**src/core/eba_pkg.sv**
```systemverilog
/*
 Package of the external bus arbitration block: states, modes, reset values.
 Assumes one synchronous clock (the bus clock) for both ends.
*/
// Operation
// - three-wire mode: request out follows core need
// - request held until transfer actually starts
// - request may drop regardless of grant
// - request and driven outputs always actively driven
// - cycle starts no earlier than next edge
// - grant removed mid-cycle: finish, then release
// - arbiter drops grant before last acknowledge edge
// - burst or inhibited series is one cycle
// - granted with request: explicit, driven, start strobe
// - explicit and granted: keep driving bus
// - granted without request: implicit, bus undriven
// - implicit plus request: explicit at once
// - arbiter grants only after previous master released
// - done and ungranted: negate driven, float bus
// - request is only a status of need
// - end of cycle includes bus error termination
// - reset holds; exit to external or implicit
// - two-wire transition table
// - four states: reset, implicit, explicit, external
// - three-wire arbiter controls device via signals
// - two-wire: hold request drives grant; driven feeds ack
package eba_pkg;
	typedef enum logic [1:0] {
		EBA_RESET,
		EBA_IMPLICIT,
		EBA_EXPLICIT,
		EBA_EXTERNAL
	} eba_state_t;

	localparam logic       MODE_TWO_WIRE   = 1'h0;
	localparam logic       MODE_THREE_WIRE = 1'h1;
	localparam eba_state_t STATE_RST_VAL   = EBA_RESET;
	localparam logic [3:0] BEAT_CNT_RST    = 4'h0;
	localparam logic [3:0] HOST_HOLD_MIN   = 4'h2;
endpackage : eba_pkg

```
**src/core/eba_if.sv**
```systemverilog
/*
 Interface joining the device end and the arbiter/external master end.
 Assumes active-high logical signals; pin polarity is left to the pads.
*/
`timescale 1ns/1ns
`default_nettype none
interface eba_if;
	// arbitration wires
	logic bus_request;
	logic bus_driven;
	logic bus_grant;
	// shared bus activity
	logic transfer_start_strobe;
	logic transfer_acknowledge;
	logic bus_error;
	logic bus_drive_enable;

	modport dev (
		output bus_request,
		output bus_driven,
		input  bus_grant,
		output transfer_start_strobe,
		input  transfer_acknowledge,
		input  bus_error,
		output bus_drive_enable
	);
	modport arb (
		input  bus_request,
		input  bus_driven,
		output bus_grant,
		input  transfer_start_strobe,
		output transfer_acknowledge,
		output bus_error,
		input  bus_drive_enable
	);
endinterface : eba_if
`default_nettype wire

```
**src/core/eba_next_state.sv**
```systemverilog
/*
 Next-state decode of the four-state arbitration machine.
 Assumes registered inputs from the device end, sampled on bus clock.
*/
`timescale 1ns/1ns
`default_nettype none
module eba_next_state
	import eba_pkg::*;
(
	// current condition
	input  wire eba_pkg::eba_state_t state_in,
	input  wire logic                reset_any_in,
	input  wire logic                grant_in,
	input  wire logic                request_in,
	input  wire logic                in_progress_in,
	input  wire logic                end_cycle_in,
	// decision
	output eba_pkg::eba_state_t      next_state_out
);
	import eba_pkg::*;

	always_comb begin
		next_state_out = state_in;
		if (reset_any_in) begin
			next_state_out = EBA_RESET;
		end else begin
			case (state_in)
				EBA_RESET: begin
					next_state_out = grant_in ? EBA_IMPLICIT : EBA_EXTERNAL;
				end
				EBA_IMPLICIT: begin
					if (!grant_in)
						next_state_out = EBA_EXTERNAL;
					else if (request_in)
						next_state_out = EBA_EXPLICIT;
				end
				EBA_EXPLICIT: begin
					if (!grant_in && (!in_progress_in || end_cycle_in))
						next_state_out = EBA_EXTERNAL;
				end
				EBA_EXTERNAL: begin
					if (grant_in)
						next_state_out = request_in ? EBA_EXPLICIT : EBA_IMPLICIT;
				end
				default: next_state_out = EBA_RESET;
			endcase
		end
	end
endmodule : eba_next_state
`default_nettype wire

```
**src/core/eba_device.sv**
```systemverilog
/*
 Device end: tracks arbitration state, drives request, driven and start strobe.
 Assumes the core holds its request and burst flag until the cycle ends.
*/
`timescale 1ns/1ns
`default_nettype none
module eba_device
	import eba_pkg::*;
(
	// clock and resets
	input  wire logic  clk_in,
	input  wire logic  rst_in,
	input  wire logic  master_reset_in,
	input  wire logic  watchdog_reset_in,
	// configuration
	input  wire logic  three_wire_in,
	// core side
	input  wire logic  core_request_in,
	input  wire logic  core_burst_in,
	output logic       core_done_out,
	output logic       core_error_out,
	output eba_pkg::eba_state_t state_out,
	// link
	eba_if.dev         link
);
	import eba_pkg::*;

	eba_state_t state;
	eba_state_t next_state;
	logic       in_progress;
	logic       next_in_progress;
	logic       strobe;
	logic       next_strobe;
	logic       req;
	logic       next_req;
	logic       end_cycle;
	logic       last_beat;

	// end of the series: bus error, or acknowledge on the last beat (burst flag low)
	assign end_cycle = in_progress && (link.bus_error ||
		(link.transfer_acknowledge && !core_burst_in));
	assign last_beat = end_cycle;

	eba_next_state u_eba_next_state (
		.state_in       (state),
		.reset_any_in   (rst_in || master_reset_in || watchdog_reset_in),
		.grant_in       (link.bus_grant),
		.request_in     (core_request_in && !in_progress),
		.in_progress_in (in_progress),
		.end_cycle_in   (end_cycle),
		.next_state_out (next_state)
	);

	always_comb begin
		next_in_progress = in_progress;
		next_strobe      = 1'h0;
		next_req         = 1'h0;
		if (last_beat)
			next_in_progress = 1'h0;
		// start only from a grant seen on an earlier edge
		if (next_state == EBA_EXPLICIT && core_request_in && !in_progress
			&& state != EBA_RESET && link.bus_grant) begin
			next_strobe      = 1'h1;
			next_in_progress = 1'h1;
		end
		// need stays up until the strobe has gone out; may drop anytime
		if (three_wire_in && core_request_in && !in_progress && !next_strobe)
			next_req = 1'h1;
		if (state == EBA_RESET || next_state == EBA_RESET) begin
			next_in_progress = 1'h0;
			next_strobe      = 1'h0;
			next_req         = 1'h0;
		end
	end

	always_ff @(posedge clk_in) begin
		if (rst_in) begin
			state       <= STATE_RST_VAL;
			in_progress <= 1'h0;
			strobe      <= 1'h0;
			req         <= 1'h0;
		end else begin
			state       <= next_state;
			in_progress <= next_in_progress;
			strobe      <= next_strobe;
			req         <= next_req;
		end
	end

	// always actively driven, never floated
	assign link.bus_request           = req;
	assign link.bus_driven            = (state == EBA_EXPLICIT);
	assign link.bus_drive_enable      = (state == EBA_EXPLICIT);
	assign link.transfer_start_strobe = strobe;
	assign core_done_out              = end_cycle && !link.bus_error;
	assign core_error_out             = in_progress && link.bus_error;
	assign state_out                  = state;
endmodule : eba_device
`default_nettype wire

```
**src/flat_wrapper.sv**
```systemverilog
// flat-port wrapper written by rule: the top's interface ports become plain ports
module eba_device_flat import eba_pkg::*;
  (clk_in, rst_in, master_reset_in, watchdog_reset_in, three_wire_in, core_request_in, core_burst_in, core_done_out, core_error_out, state_out, link_bus_request, link_bus_driven, link_bus_grant, link_transfer_start_strobe, link_transfer_acknowledge, link_bus_error, link_bus_drive_enable);
  eba_if link_i ();
  input  wire logic clk_in;
  input  wire logic rst_in;
  input  wire logic master_reset_in;
  input  wire logic watchdog_reset_in;
  input  wire logic three_wire_in;
  input  wire logic core_request_in;
  input  wire logic core_burst_in;
  output logic core_done_out;
  output logic core_error_out;
  output eba_pkg::eba_state_t state_out;
  output wire logic [$bits(link_i.bus_request)-1:0] link_bus_request;
  output wire logic [$bits(link_i.bus_driven)-1:0] link_bus_driven;
  input wire logic [$bits(link_i.bus_grant)-1:0] link_bus_grant;
  output wire logic [$bits(link_i.transfer_start_strobe)-1:0] link_transfer_start_strobe;
  input wire logic [$bits(link_i.transfer_acknowledge)-1:0] link_transfer_acknowledge;
  input wire logic [$bits(link_i.bus_error)-1:0] link_bus_error;
  output wire logic [$bits(link_i.bus_drive_enable)-1:0] link_bus_drive_enable;
  assign link_bus_request = link_i.bus_request;
  assign link_bus_driven = link_i.bus_driven;
  assign link_i.bus_grant = link_bus_grant;
  assign link_transfer_start_strobe = link_i.transfer_start_strobe;
  assign link_i.transfer_acknowledge = link_transfer_acknowledge;
  assign link_i.bus_error = link_bus_error;
  assign link_bus_drive_enable = link_i.bus_drive_enable;
  eba_device u_core (.clk_in(clk_in), .rst_in(rst_in), .master_reset_in(master_reset_in), .watchdog_reset_in(watchdog_reset_in), .three_wire_in(three_wire_in), .core_request_in(core_request_in), .core_burst_in(core_burst_in), .core_done_out(core_done_out), .core_error_out(core_error_out), .state_out(state_out), .link(link_i));
endmodule
```
**config.mk**
```make
export PLATFORM = sky130hd
export DESIGN_NAME = eba_device_flat
export DESIGN_NICKNAME = d
export VERILOG_FILES = /design/src/core/eba_pkg.sv /design/src/core/eba_if.sv /design/src/core/eba_next_state.sv /design/src/core/eba_device.sv /design/src/flat_wrapper.sv
export SDC_FILE = /design/constraint.sdc
export NUM_CORES = 1
export LEC_CHECK = 0
export ABC_AREA = 0
export BUFFER_PORTS_ARGS = -buffer_cell sky130_fd_sc_hd__buf_4
export CAP_MARGIN = 15
export CORE_AREA = 4 4 41 43
export DETAILED_ROUTE_END_ITERATION = 7
export DIE_AREA = 0 0 45 47
export SLEW_MARGIN = 30
export SYNTH_ARGS = -nofsm -noshare
export SYNTH_HDL_FRONTEND = slang
export SYNTH_SLANG_ARGS = --single-unit
```
**constraint.sdc**
```tcl
create_clock -name clk_in -period 1.1 [get_ports clk_in]
set_input_delay 0.22 -clock clk_in [delete_from_list [all_inputs] [get_ports clk_in]]
set_output_delay 0.22 -clock clk_in [all_outputs]
set_load 0.03 [all_outputs]
```
# Word-level counts from Yosys, hierarchy flattened
# Index checks and enable logic that the tools add are counted.
# word_totals
regBits,5
out_inout_bits,8
word_cells,48
# op_classes
eq_ne,4
muxes,12
reduce_logical,28
# ops
operator,count
$mux 2,7
$logic_and 1x1->1,13
$pmux 2 s4,1
$eq 2x2->1 const B,3
$logic_not 1->1,5
$logic_or 1x1->1,5
$logic_not 2->1,2
$mux 1,4
$reduce_bool 2->1,2
$eq 2x1->1 const B,1
$reduce_or 2->1,1

# Logic depth before layout (Yosys ltp)
# logic_depth
depth_word,18
depth_mapped,3
depth_no_buf,3

# Modules after synthesis
# Synthesis repeated with hierarchy kept, for this count alone.
# unflattened
cells_unflattened,30
hier_area_um2,270.3
# by_module_without_submodules
module,n_inst,cells_each,area_each_um2
eba_device,1,24,230.2
eba_next_state,1,6,40.0

# Worst setup path before layout
# No wires, ideal clock.
# synth_timing
kind,register to output
start,register u_core.state[1] (netlist: u_core.state_out[1])
end,output link_bus_driven
t_arrival_ps,1134
required_ps,880
setup_slack_ps,-254
stages_incl_launch_ff,4
cell_sequence,dfxtp_1 -> nand2b_1 -> inv_1 -> buf_4
# synth_via
elab_chain_len,1
# synth_lines
element,line_no,rtl
from (decl),eba_device.sv:28,eba_state_t state;
from (signal assigned),eba_device.sv:83,state <= next_state;
$eq 2x2->1,--,
to (decl),flat_wrapper.sv:16,output wire logic [$bits(link_i.bus_driven)-1:0] link_bus_driven;
# Every way passes these cells.

# Worst setup path after layout
# layout_timing
start,register u_core.in_progress
end,output core_done_out
# layout_via
elab_chain_len,2
# layout_lines
element,line_no,rtl
from (decl),eba_device.sv:30,logic in_progress;
from (signal assigned),eba_device.sv:84,in_progress <= next_in_progress;
$logic_and 1x1->1,eba_device.sv:40,assign end_cycle = in_progress && (link.bus_error ||
$logic_and 1x1->1,eba_device.sv:95,assign core_done_out = end_cycle && !link.bus_error;
to (decl),flat_wrapper.sv:12,output logic core_done_out;
# Every way passes these cells.

==> results.md <==
- Io pins: 18
- Crit path kind: flip-flop to output port
- Core area: roughly 1300 um2
- Antenna cell count: 0
- CP top delay family: flip-flops
- Final Hold Vio Count: 0
- Clk root buf: clkbuf_4
- Number of fillers in the final layout: approximately 140
- Vias after detailed routing: 275
- DRT iter0 DRCs: 2
- Synth area leader: dfxtp_1
- Rel. slew slack: slightly below 90%
- Gate Count Post-Synth: 26
- Detail Placement HPWL: about 510 um
- Mean Syn Cell Area: 9.24 um2
- First-pass GRT wire length: 993 um
- Max cap viols: 0
- Final Skew: between 0.006 and 0.007 ns
- Post-placement setup slack: 0.0103 ns
- Die area: about 2100 um2
- Longest Clk Path Bufs: 2
- Clock latency on the worst-skew pair: 0.24 ns
- Layout Nets: 62
- Chip Width: between 40 and 50 um
- Vias in the first global route: 247
- FF+latch count, synth: 5
- Distinct cells, synth: 16
- Setup slack, reg-to-reg: 0.12 ns
- Largest net degree at the start of global routing: 6
- Via-per-instance ratio: between 4 and 5
- Warnings, synthesis: 0
- H-tree depth: 1
- Clock slew at reported path FFs: 0.05 ns
- Fmax: 0.910 GHz
- Worst Setup Start Kind: flip-flop
- Setup violations, final: 0
- CP max stage cell: dfxtp_2
- Antenna Violating Nets Remaining: 0
- Die height: 47 um
- WP data arrival: about 0.9 ns
- Site row count: 13
- Fin. max-slew vios: 0
- Max incr delay on CP: 0.32 ns
- Post-cts hold buffer count: 0
- Layout cells sized above 1: 68.6%
- Total Power: 489 uW
- DP Area: 402 um2
- Multi-input combinational cell area: 140 um2
- Syn nets: 36
- Seq. cell area: 106 um2
- Overall Global Routing Usage: 6.79%
- Unrepaired setup endpoints after global routing: yes
- Layout area overhead: 99.0%
- Peak supply drop: roughly 0.44 mV
- Post-synthesis sequential area ratio: a little over two fifths
- Minimum clock period: 1.10 ns
- Worst hold slack: 0.194 ns
- Worst-Margin Slew: between 0.15 and 0.2 ns
- Residual DRC count: 0
- Buffers on Ports: 17
- Initial Util: 18.5%
- Period Utilization, post-route: 99.9%
- Routed wire length: slightly below 700 um
- Pre-antenna DRT Iters: 5
- Final worst slack: roughly 0.00096 ns
- Hold Crit Class: input pin to flip-flop
- Power Density: 1020 nW/um2
- Crit path max fanout: 3
- Final Cell Area: 478 um2
- Ordered list of cells on the worst path: nor3b_2 > buf_4
- Clock sink count: 5
- Endpoint type of the worst setup path: output port
- Static Leak: between 0.0002 and 0.00025 uW
- Initial antenna violation count: 0
- Worst path required time: 0.88 ns
- DR WL/cell: just over 10 um
- Mapped cell area: 240 um2
- Total gr overflow: 0
- WP buf/inv: 1
- Total CTS buffers: 3
- Status: finished, final reports clean
- Area fraction of the dominant cell type after synthesis: a little over two fifths
- GPL Wtd Cong: between 0.7 and 0.8
- CTS tree: built
- Top cells by area, synth: dfxtp_1 42%, a31oi_1 7.8%, o21bai_4 7.8%
[flip-flops by register name, summed over array words and instances (netlist names)]
| name | flops |
|---|---|
| u_core.in_progress | 1 |
| u_core.link.bus_request | 1 |
| u_core.link.transfer_start_strobe | 1 |
| u_core.state_out | 2 |
[metal layers]
layer  share of wire [%]  routed length (um)  GRT usage [%]
met2                  45                 305           11.9
met3                  13                  87           3.83
met5                   0                   0              0
met4                   0                   0           1.75
met1                  42                 282           7.05
[area by class of cell]
cell class,count,share of cell area [%]
inverters,2,2.09
multi-input cells,18,29.3
repair buffers,22,36.9
well taps,15,3.93
clock buffers,4,5.50
flip-flops and latches,5,22.3
[report_power, final]
group          internal (uW)  total (uW)  switching (uW)
combinational           48.9        85.3            36.4
clock                    137         217            79.8
sequential               184         187            2.90
[cells by family (layout without fill, tap and decap cells)]
kind of cell	after synthesis	count (layout)	share of synthesized area [%]
compound gates	6	6	22.4
buf+inv	3	28	6.25
flops	5	5	41.7
simple gates	12	12	29.7
[final timing paths]
kind         cells past startpoint                 endpoint                 from
max reg2reg                      4      u_core.state_out[0]  u_core.state_out[0]
min reg2reg                      2  u_core.link.bus_request  u_core.state_out[1]
max                              2            core_done_out   u_core.in_progress
min                              2      u_core.state_out[1]       link_bus_grant
[repair_timing]
item,CTS,global route
resized for setup,5,4
setup buffers,2,1
endpoints found under the setup margin,4,7
[cell usage after synthesis]
| cell | count |
|---|---|
| nor2b_1 | 1 |
| o21bai_4 | 1 |
| a31oi_1 | 3 |
| dfxtp_1 | 5 |
| nand3b_1 | 1 |
| nand2_1 | 2 |
| inv_1 | 2 |
| nand2b_1 | 2 |
| buf_4 | 1 |
| nor2_1 | 2 |
| nor3b_1 | 1 |
| nand3_1 | 1 |
| or3_4 | 1 |
| a21oi_2 | 1 |
| o21a_1 | 1 |
| and2_1 | 1 |
[cell usage in the layout, fill, tap and decap left out, types with 2 or more instances in the layout]
cell type  instances
buf_6              3
a31oi_1            3
dfxtp_2            2
dfxtp_1            2
nand2_1            2
nor2_1             2
clkbuf_4           3
buf_4             19
[stage by stage]
step	TNS (ns)	utilization (%)	instances
floorplan	-0.128	-	26
detailed placement	0	30.9	59
CTS	-0.0204	35.3	65
global route	-0.0850	36.7	66
global placement	0	30.9	59
finish	0	36.7	66
Note: power is estimated with default switching activity, not from simulation.
